--- config.mk ---
export PLATFORM = sky130hd
export DESIGN_NAME = irr_top
export DESIGN_NICKNAME = d
export VERILOG_FILES = /design/src/inc/irr_pkg.sv /design/src/irr_top.sv /design/src/irr_edge_det.sv
export VERILOG_INCLUDE_DIRS = /design/src /design/src/inc
export SDC_FILE = /design/constraint.sdc
export NUM_CORES = 1
export LEC_CHECK = 0
export ABC_AREA = 1
export BUFFER_PORTS_ARGS = -buffer_cell sky130_fd_sc_hd__buf_2
export CELL_PAD_IN_SITES_DETAIL_PLACEMENT = 1
export CELL_PAD_IN_SITES_GLOBAL_PLACEMENT = 1
export CORE_UTILIZATION = 40
export DETAILED_ROUTE_END_ITERATION = 12
export HOLD_SLACK_MARGIN = 0.08
export PLACE_DENSITY = 0.74
export SKIP_LAST_GASP = 1
export SLEW_MARGIN = 20
export SYNTH_ARGS = -nofsm -noshare
export SYNTH_HDL_FRONTEND = slang
export SYNTH_SLANG_ARGS = --single-unit
--- constraint.sdc ---
create_clock -name clk_sys -period 3.4 [get_ports clk_sys]
set_clock_uncertainty 0.05 [all_clocks]
set_input_delay 0.34 -clock clk_sys [delete_from_list [all_inputs] [get_ports clk_sys]]
set_output_delay 0.34 -clock clk_sys [all_outputs]
set_load 0.02 [all_outputs]
--- src/inc/irr_defines.svh ---
// register offsets, field positions, reset values of the request routing block
`ifndef IRR_DEFINES_SVH
`define IRR_DEFINES_SVH
`define IRR_ADDR_SYS0 8'h8f
`define IRR_ADDR_PISEL 8'hb3
`define IRR_ADDR_REQ0 8'hb4
`define IRR_ADDR_REQ1 8'hb5
`define IRR_ADDR_REQ2 8'hb6
`define IRR_ADDR_EXI0 8'hb7
`define IRR_ADDR_EXI1 8'hba
`define IRR_ADDR_NMI 8'hbb
`define IRR_ADDR_NODE_EN 8'hbc
`define IRR_ADDR_NODE_STAT 8'hbd
`define IRR_ADDR_NODE_MASK 8'hbe
`define IRR_ADDR_PAGE 8'hbf
`define IRR_RST_EXI0 8'hf0
`define IRR_RST_EXI1 6'h3f
`define IRR_SYS0_MAP_BIT 0
`define IRR_SYS0_IDLE_BIT 4
`define IRR_SYS0_ONE_BIT 2
`define IRR_PAGE_OP_MSB 7
`define IRR_PAGE_OP_LSB 6
`define IRR_PAGE_SLOT_MSB 5
`define IRR_PAGE_SLOT_LSB 4
`define IRR_REQ2_HI_BIT 4
`define IRR_VEC_BASE 16'h0033
`define IRR_VEC_STEP 16'h0008
`define IRR_NUM_EXT 7
`define IRR_NUM_NODES 8
`endif

--- src/inc/irr_pkg.sv ---
// types of the request routing block
package irr_pkg;
  // trigger condition of one external request pin
  typedef enum logic [1:0] {
    IRR_TRIG_FALL = 2'b00,
    IRR_TRIG_RISE = 2'b01,
    IRR_TRIG_BOTH = 2'b10,
    IRR_TRIG_OFF = 2'b11
  } irr_trig_t;

  // page register operation field
  typedef enum logic [1:0] {
    IRR_OP_SET0 = 2'b00,
    IRR_OP_SET1 = 2'b01,
    IRR_OP_STORE = 2'b10,
    IRR_OP_RESTORE = 2'b11
  } irr_pageop_t;

  // state of the pin edge detector
  typedef struct packed {
    logic [6:0] sync1;
    logic [6:0] sync2;
    logic [6:0] prev;
  } irr_edge_state_t;

  // software register port
  typedef struct packed {
    logic [7:0] addr;
    logic [7:0] wdata;
    logic wr;
    logic rd;
  } irr_bus_t;

  // state of the routing block outside the pin edge detector
  typedef struct packed {
    logic map_sel;
    logic idle_mode;
    logic [2:0] page;
    logic [3:0][2:0] slots;
    logic [6:0] pisel;
    logic [6:0] req0;
    logic [6:0] req1;
    logic [1:0] req2;
    logic [7:0] exi0;
    logic [5:0] exi1;
    logic [6:0] nmi;
    logic [7:0] node_en;
    logic [7:0] node_stat;
    logic [7:0] node_mask;
    logic [7:0] node_req;
    logic [15:0] vec;
    logic vec_valid;
    logic irq;
    logic [7:0] rdata;
  } irr_state_t;
endpackage

--- src/irr_top.sv ---
// request register bank and extended node routing
//
// Local design decision: the strobed register port.
`include "irr_defines.svh"
module irr_top
  import irr_pkg::*;
(
  input wire logic clk_sys, // system clock, 100 MHz
  input wire logic rst_n, // synchronous reset, low active
  input wire logic [7:0] reg_addr, // register address
  input wire logic [7:0] reg_wdata, // register write data
  input wire logic reg_wr, // write strobe
  input wire logic reg_rd, // read strobe
  output logic [7:0] reg_rdata, // read data, cycle after strobe
  input wire logic [2:0] ext_pin_a, // default pins of requests 0..2
  input wire logic [2:0] ext_pin_b, // alternate pins of requests 0..2
  input wire logic [3:0] ext_pin_hi, // pins of requests 3..6
  input wire logic [2:0] serial_evt, // error, transmit, receive pulses
  input wire logic [1:0] conv_evt, // converter service pulses
  input wire logic [3:0] bus_ctl_evt, // bus controller 0..3 pulses
  input wire logic ssc_req, // synchronous serial request level
  input wire logic [5:0] node8_req, // timer, rotation, uart, divider, mdu levels
  input wire logic [3:0] capcomp_ptr, // capture pointers 0..3
  input wire logic [3:0] bus_ctl_node_hi, // bus controller nodes 4..7
  output logic map_select, // alternate register map active
  output logic idle_mode, // idle request bit
  output logic [2:0] page, // current page
  output logic [1:0] async_rx_input_sel, // serial receive source select
  output logic test_clock_input_sel, // test clock source select
  output logic test_data_input_sel, // test data source select
  output logic [6:0] nmi_enable, // non-maskable source enables
  output logic [7:0] node_req, // node 6..13 requests
  output logic [15:0] vector_addr, // vector of lowest-numbered node requesting
  output logic vector_valid, // a node is requesting
  output logic irq // masked sticky node interrupt
);
  irr_state_t q;
  irr_state_t d;
  logic [6:0] ext_evt;
  logic [6:0] pin_mux;
  logic [7:0] node_raw;
  logic scu_vis;
  logic pg0;

  // vector address of node 6+k
  function automatic logic [15:0] node_vec(input logic [2:0] k);
    node_vec = `IRR_VEC_BASE + (`IRR_VEC_STEP * {13'h0000, k});
  endfunction

  // pick source of requests 0..2 before synchronising
  assign pin_mux[0] = q.pisel[1] ? ext_pin_b[0] : ext_pin_a[0];
  assign pin_mux[1] = q.pisel[2] ? ext_pin_b[1] : ext_pin_a[1];
  assign pin_mux[2] = q.pisel[3] ? ext_pin_b[2] : ext_pin_a[2];
  assign pin_mux[6:3] = ext_pin_hi;

  irr_edge_det u_edge (
    .clk_sys(clk_sys),
    .rst_n(rst_n),
    .pin_raw(pin_mux),
    .trig({q.exi1, q.exi0}),
    .evt(ext_evt)
  );

  // access windows of the register map
  assign scu_vis = ~q.map_sel;
  assign pg0 = scu_vis && (q.page == 3'h0);

  // node request terms from pending flags and peripheral levels
  always_comb
  begin
    node_raw[0] = q.node_en[0] & (|q.req1[6:3]);
    node_raw[1] = q.node_en[1] & ssc_req;
    node_raw[2] = q.node_en[2] & (q.req0[2] | (|node8_req));
    node_raw[3] = q.node_en[3] & ((|q.req0[6:3]) | q.req2[1]);
    for (int k = 0; k < 4; k++)
    begin
      node_raw[4+k] = q.node_en[4+k] & (capcomp_ptr[k] | bus_ctl_node_hi[k]);
    end
  end

  // next state: bus decode, flag update, routing
  always_comb
  begin
    d = q;
    d.rdata = 8'h00;
    // read path, answered in the following cycle
    if (reg_rd)
    begin
      if (reg_addr == `IRR_ADDR_SYS0)
        d.rdata = {3'b000, q.idle_mode, 3'b010, q.map_sel};
      else if (scu_vis && reg_addr == `IRR_ADDR_PAGE)
        d.rdata = {5'b00000, q.page};
      else if (pg0)
      begin
        case (reg_addr)
          `IRR_ADDR_PISEL: d.rdata = {1'b0, q.pisel};
          `IRR_ADDR_REQ0: d.rdata = {1'b0, q.req0};
          `IRR_ADDR_REQ1: d.rdata = {1'b0, q.req1};
          `IRR_ADDR_REQ2: d.rdata = {3'b000, q.req2[1], 3'b000, q.req2[0]};
          `IRR_ADDR_EXI0: d.rdata = q.exi0;
          `IRR_ADDR_EXI1: d.rdata = {2'b00, q.exi1};
          `IRR_ADDR_NMI: d.rdata = {1'b0, q.nmi};
          `IRR_ADDR_NODE_EN: d.rdata = q.node_en;
          `IRR_ADDR_NODE_STAT: d.rdata = q.node_stat;
          `IRR_ADDR_NODE_MASK: d.rdata = q.node_mask;
          default: d.rdata = 8'h00;
        endcase
      end
    end
    // write path
    if (reg_wr)
    begin
      if (reg_addr == `IRR_ADDR_SYS0)
      begin
        d.map_sel = reg_wdata[`IRR_SYS0_MAP_BIT];
        d.idle_mode = reg_wdata[`IRR_SYS0_IDLE_BIT];
      end
      else if (scu_vis && reg_addr == `IRR_ADDR_PAGE)
      begin
        // operation and slot fields act once and are not stored
        case (irr_pageop_t'(reg_wdata[`IRR_PAGE_OP_MSB:`IRR_PAGE_OP_LSB]))
          IRR_OP_STORE:
          begin
            d.slots[reg_wdata[`IRR_PAGE_SLOT_MSB:`IRR_PAGE_SLOT_LSB]] = q.page;
            d.page = reg_wdata[2:0];
          end
          IRR_OP_RESTORE: d.page =
            q.slots[reg_wdata[`IRR_PAGE_SLOT_MSB:`IRR_PAGE_SLOT_LSB]];
          default: d.page = reg_wdata[2:0];
        endcase
      end
      else if (pg0)
      begin
        case (reg_addr)
          `IRR_ADDR_PISEL: d.pisel = reg_wdata[6:0];
          `IRR_ADDR_REQ0: d.req0 = reg_wdata[6:0];
          `IRR_ADDR_REQ1: d.req1 = reg_wdata[6:0];
          `IRR_ADDR_REQ2: d.req2 = {reg_wdata[`IRR_REQ2_HI_BIT], reg_wdata[0]};
          `IRR_ADDR_EXI0: d.exi0 = reg_wdata;
          `IRR_ADDR_EXI1: d.exi1 = reg_wdata[5:0];
          `IRR_ADDR_NMI: d.nmi = reg_wdata[6:0];
          `IRR_ADDR_NODE_EN: d.node_en = reg_wdata;
          `IRR_ADDR_NODE_STAT: d.node_stat = q.node_stat & ~reg_wdata;
          `IRR_ADDR_NODE_MASK: d.node_mask = reg_wdata;
          default: d.rdata = d.rdata;
        endcase
      end
    end
    // hardware sets win over a software write in the same cycle
    d.req0 = d.req0 | ext_evt;
    d.req1 = d.req1 | {bus_ctl_evt[2:1], conv_evt, serial_evt};
    d.req2 = d.req2 | {bus_ctl_evt[3], bus_ctl_evt[0]};
    // node requests and sticky status, set beats write-one-clear
    d.node_req = node_raw;
    d.node_stat = d.node_stat | node_raw;
    d.irq = |(d.node_stat & d.node_mask);
    // lowest node number has priority for the vector
    d.vec_valid = |node_raw;
    d.vec = 16'h0000;
    for (int k = `IRR_NUM_NODES - 1; k >= 0; k--)
    begin
      if (node_raw[k])
        d.vec = node_vec(3'(k));
    end
  end

  // register state, synchronous reset
  always_ff @(posedge clk_sys)
  begin
    if (!rst_n)
    begin
      q <= '0;
      q.exi0 <= `IRR_RST_EXI0;
      q.exi1 <= `IRR_RST_EXI1;
    end
    else
      q <= d;
  end

  // outputs straight from the state register
  assign reg_rdata = q.rdata;
  assign map_select = q.map_sel;
  assign idle_mode = q.idle_mode;
  assign page = q.page;
  assign async_rx_input_sel = {q.pisel[6], q.pisel[0]};
  assign test_clock_input_sel = q.pisel[4];
  assign test_data_input_sel = q.pisel[5];
  assign nmi_enable = q.nmi;
  assign node_req = q.node_req;
  assign vector_addr = q.vec;
  assign vector_valid = q.vec_valid;
  assign irq = q.irq;
endmodule

--- src/irr_edge_det.sv ---
// synchroniser and trigger detector for the external request pins
`include "irr_defines.svh"
module irr_edge_det
  import irr_pkg::*;
(
  input wire logic clk_sys, // system clock
  input wire logic rst_n, // synchronous reset, low active
  input wire logic [6:0] pin_raw, // asynchronous request pins
  input wire logic [13:0] trig, // two bits of trigger mode per pin
  output logic [6:0] evt // one-cycle trigger pulses
);
  irr_edge_state_t q;
  irr_edge_state_t d;

  // two flops per pin, then one more for edge history
  always_comb
  begin
    d = q;
    d.sync1 = pin_raw;
    d.sync2 = q.sync1;
    d.prev = q.sync2;
  end

  // decode trigger mode against last two settled samples
  always_comb
  begin
    for (int i = 0; i < `IRR_NUM_EXT; i++)
    begin
      case (irr_trig_t'(trig[2*i +: 2]))
        IRR_TRIG_FALL: evt[i] = q.prev[i] & ~q.sync2[i];
        IRR_TRIG_RISE: evt[i] = ~q.prev[i] & q.sync2[i];
        IRR_TRIG_BOTH: evt[i] = q.prev[i] ^ q.sync2[i];
        default: evt[i] = 1'b0;
      endcase
    end
  end

  // register state
  always_ff @(posedge clk_sys)
  begin
    if (!rst_n)
      q <= '1; // history starts idle high, so no false edge follows reset
    else
      q <= d;
  end
endmodule

# After elaboration in Yosys (flattened, before gate mapping)
# Index checks and enable logic that the tools add are counted.
# classes
order_cmp	2
n_eq_ne	28
reduce_logical	30
bitwise	62
muxes	41
# op_table
cell	n
61-bit 2-to-1 mux	4
8-bit equality test, second input constant	12
8-bit case mux with 10 select lines	1
7-bit 2-to-1 mux	9
8-bit 2-to-1 mux	4
5-bit AND reduction	5
8-bit OR reduction	3
1-bit AND	22
1-bit case mux with 3 select lines	7
1-bit NOT	20
2-bit equality test, second input constant	9
6-bit 2-to-1 mux	3
8-bit AND	2
5-bit 2-to-1 mux	3
2-bit by 1-bit equality test with 1-bit output, second input constant	7
2-bit logical NOT	7
7-bit OR	2
12-bit bitwise mux	1
3-bit 2-to-1 mux	3
8-bit NOT	1
8-bit OR	1
4-bit OR reduction	2
1-bit XOR	7
3-bit binary-select mux with 2-bit select	1
16 further kinds	27
# word_totals
input_bits	54
word_cells	193
reg_bits	140
output_inout_bits	50

# Depth between registers and ports, before layout
# depth
word_depth	10
ltp_mapped	14
ltp_nobuf	13

# Modules after synthesis
# A second synthesis with hierarchy kept.
# hier_totals
cells_unflattened	873
hier_area_um2	6433.7
# modules_own_cells
mod	area_per_inst_um2	cells_each	instances
irr_top	5403.9	732	1
irr_edge_det	1029.7	141	1

# Worst setup path after synthesis
# OpenSTA, ideal clock, no wires.
# synth_timing
kind	input to register
startpoint	in reg_addr[6]
endpoint	reg q (netlist bit irq)
arrival_ps	1535
stages	13
setup_slack_ps	1683
cell_sequence	inv_1 -> nand2_1 -> nor2_4 -> nand2_1 -> nor2_4 -> nand2_2 -> buf_6 -> nand2_1 -> nand2_1 -> nand2_1 -> nand2_1 -> nor2_1 -> a21oi_1
# synth_between
elab_chain_cells	9
# synth_rtl
item	line	rtl
start, declared	irr_top.sv:10	input wire logic [7:0] reg_addr,
8-bit equality test	irr_top.sv:134	case (reg_addr)
8-bit 2-to-1 mux	irr_top.sv:134	
61-bit 2-to-1 mux	irr_top.sv:132	else if (pg0)
61-bit 2-to-1 mux	irr_top.sv:118	else if (scu_vis && reg_addr == `IRR_ADDR_PAGE)
61-bit 2-to-1 mux *	irr_top.sv:113	if (reg_addr == `IRR_ADDR_SYS0)
61-bit 2-to-1 mux *	irr_top.sv:111	if (reg_wr)
8-bit OR	irr_top.sv:155	d.node_stat = d.node_stat | node_raw;
8-bit AND *	irr_top.sv:156	d.irq = |(d.node_stat & d.node_mask);
8-bit OR reduction *	irr_top.sv:156	
end, declared	irr_top.sv:37	irr_state_t q;
# Every way passes the cells marked *; elsewhere a longest branch is shown, timed or not.
# A chain may end at the register's enable or synchronous reset.

# Worst setup path in the final report
# layout_timing
startpoint	reg q (netlist bit page[1])
endpoint	reg q[55] in the netlist's numbering
# layout_between
elab_chain_cells	3
# layout_rtl
item	line	rtl
3-bit logical NOT	irr_top.sv:66	assign pg0 = scu_vis && (q.page == 3'h0);
1-bit logical AND	irr_top.sv:66	
5-bit AND reduction (no line)	--	
# No other way between the ends.

==> results.cfg <==
[run_status]
outcome = complete, no violations

[clock_tree]
numCtsBuffers = 17
clock_path_buffers = 2
clkTransAtPathRegs_ps = 60
ctsHtreeMaxLevel = 4
cts_sinks = 129
tritoncts = done
clockRootBuffer = clkbuf_16
clk_latency_ps = 430

[pwr]
p_comb_share_pct = 5.4
power_per_cell_area_mw_per_mm2 = 516
swShare_pct = 22.5
p_total_mw = 3.74
p_leak_nw = 3.52
peakVddDrop_uv = 339
p_sw_uw = 843
clkPwrFrac_pct = 53.3
pwr-share-seq_pct = 41.3
internal-power_mw = 2.90

[synth]
async_reset_ff_share_pct = 0
ys_ff_latch = 129
synth_cell_types = 48
yosys_warnings = 0
synth_top_flop_cell = dfxtp_1
synth_edf_count = 0
yosys.area.top_type = dfxtp_1
syn-instance-count = 830
syn-cell-area_mm2 = 0.00619
synth_top_area_share_pct = 41.7
yosysSeqAreaShare_pct = 41.7
avgSynthCellArea_um2 = 7.46
synth.top_cells.by_area = dfxtp_1, nand2_1, inv_1

[floorplanning]
die-width_um = 126
die_h_um = 126
die_area_mm2 = 0.0160
row_count = 45
initial_utilization_pct = 40.9
io_pins = 104
core_area_mm2 = 0.0151

[finish]
antenna_cells = 0
drive_gt1_share_pct = 18.6
final_common_cell = nand2_1
area_growth_pct = 17.1
fill_cells = 1920
final_nets = 967
mostFrequentLayoutCells = nand2_1, dfxtp_1, inv_1
fin_util_pct = 47.9
instances_no_fill = 1100

[drt]
detail-route-antenna-nets = 0
wl_per_cell_um = 19.6
dr_total_vias = 5933
drt_iter0_drc = 355
drt-total-wl_um = 21500
dr.pass1.iters = 4
remaining_drc_errors = 0
vias_per_cell = 5.39

[sta]
fmax_mhz = 393
max_slew_margin_pct = 44.9
hold_slack_ps = 92.8
setup-tns-final_ps = 0
layout_min_cycle_time_ps = 2540
worstMarginPinSlew_ps = 820
finalCritPeriodShare_pct = 74.8
maxSlewViolCount = 0
setup_violations = 0
rsz0062_at_grt = false
hold_viol_final = 0

[critical_path]
r2r_end = q[55]
worstPathMaxFanout = 16
worstReg2RegStart = page[1]
reg2regPathDepth = 9
crit_path_start_kind = register
critPathArrivalTime_ps = 2840
cp.required_ps = 3700
r2r_slack_ps = 860
endpoint_kind = register
crit_type = reg -> reg

[place]
gp_congestion = 0.895
portBuffers = 93
dp_cells = 1060
hpwl_um = 16200

[worst_hold_path]
hold_start = bus_ctl_evt[3]
hold_depth = 3
holdPathEnd = q[80]
hold_path_class = in -> reg

[global_routing]
overflow = 0
grt_pass1_wl_um = 33400
grt_max_degree = 68
grtUsageTotal_pct = 27.9
antenna_found_initial = 0
grt_pass1_vias = 5995

[job]
cap_viol_max_count = 0
-- critical path, cell delays in order, from the launching register on --
cell,delay (ps)
dfxtp_1,350
inv_2,120
nand3_1,100
nor2_2,190
nand2_1,140
nor2_4,400
inv_4,130
nor4_4,640
o21ai_0,170
a21oi_1,160
-- timing repair --
item / in CTS / in global routing
buffers inserted: 0 / 0
endpoints found under the hold margin: 6 / 0
gates resized for setup: 0 / 0
hold buffers: 8 / 0
-- metrics by stage --
stage,instance area (um^2),setup WS [ps]
2_1_floorplan,6230,1680
3_5_place_dp,6530,848
5_1_grt,7250,621
4_1_cts,7250,861
6_report,7250,858
3_3_place_gp,6530,920
-- per-layer routing --
metal	vias up	wire length, um	track usage [%]	part of all wire [%]
li1	2808	-	-	-
met5	-	0	0	0
met3	42	1000	4.56	4.7
met1	2921	9810	36.3	46
met2	162	10100	46.1	47
met4	0	609	11.2	2.8
-- cell families after synthesis --
logic type	after synthesis	synth area share [%]
flops	129	41.7
other cells	1	0.0605
compound gates	198	19.0
buf+inv	190	14.6
simple gates	298	21.8
fa+ha+maj	14	2.83
-- Yosys cell counts (4+ instances only) --
cell type / number
a31oi_1: 11
nor2_2: 7
nand3_1: 43
o21ai_0: 57
nand2_2: 6
a221oi_1: 4
nand2_1: 138
o211ai_1: 11
buf_4: 46
o21ai_1: 10
or2_2: 11
nand4_1: 4
buf_2: 5
o31ai_1: 9
clkbuf_1: 11
inv_2: 5
ha_1: 14
a211oi_1: 7
inv_1: 118
a21oi_1: 61
nor2_1: 74
dfxtp_1: 129
o2111ai_1: 4
o22ai_1: 8
nor2_4: 6
-- state kept, by name, summed over array words and instances, names as in the netlist, 2 cells and up --
signal	cells
q	69
u_edge.d	14
node_req	8
reg_rdata	8
nmi_enable	7
u_edge.q	7
vector_addr	5
page	3
async_rx_input_sel	2
-- how the worst max path moves through the flow --
stage                  to  depth (start not counted)  slack (ps)   startpoint
CTS                 q[52]                          9         860      page[1]
global placement    q[57]                         10         920  reg_addr[2]
detailed placement  q[52]                         10         850  reg_addr[2]
global route        q[52]                          9         620      page[1]
finish              q[55]                          9         860      page[1]
floorplan             irq                         13        1680  reg_addr[6]
-- cell type report --
type / instances / area (um^2) / area share (%)
Clock buffer: 24 / 492 / 6.78
Inverter: 126 / 475 / 6.56
Multi-Input combinational cell: 520 / 2740 / 37.8
Tap cell: 188 / 235 / 3.24
Timing Repair Buffer: 105 / 576 / 7.94
Sequential cell: 129 / 2580 / 35.6
Clock inverter: 8 / 150 / 2.07
-- power groups by stage --
| stage | Clock (mW) | Sequential [mW] | Combinational [mW] |
|---|---|---|---|
| 2_1_floorplan | 0 | 1.57 | 0.114 |
| 3_3_place_gp | 0 | 1.58 | 0.189 |
| 3_5_place_dp | 0 | 1.58 | 0.195 |
| 4_1_cts | 2.02 | 1.55 | 0.204 |
| 5_1_grt | 2.09 | 1.55 | 0.222 |
| 6_report | 1.99 | 1.55 | 0.204 |
Power figures use the tool's default switching activity.
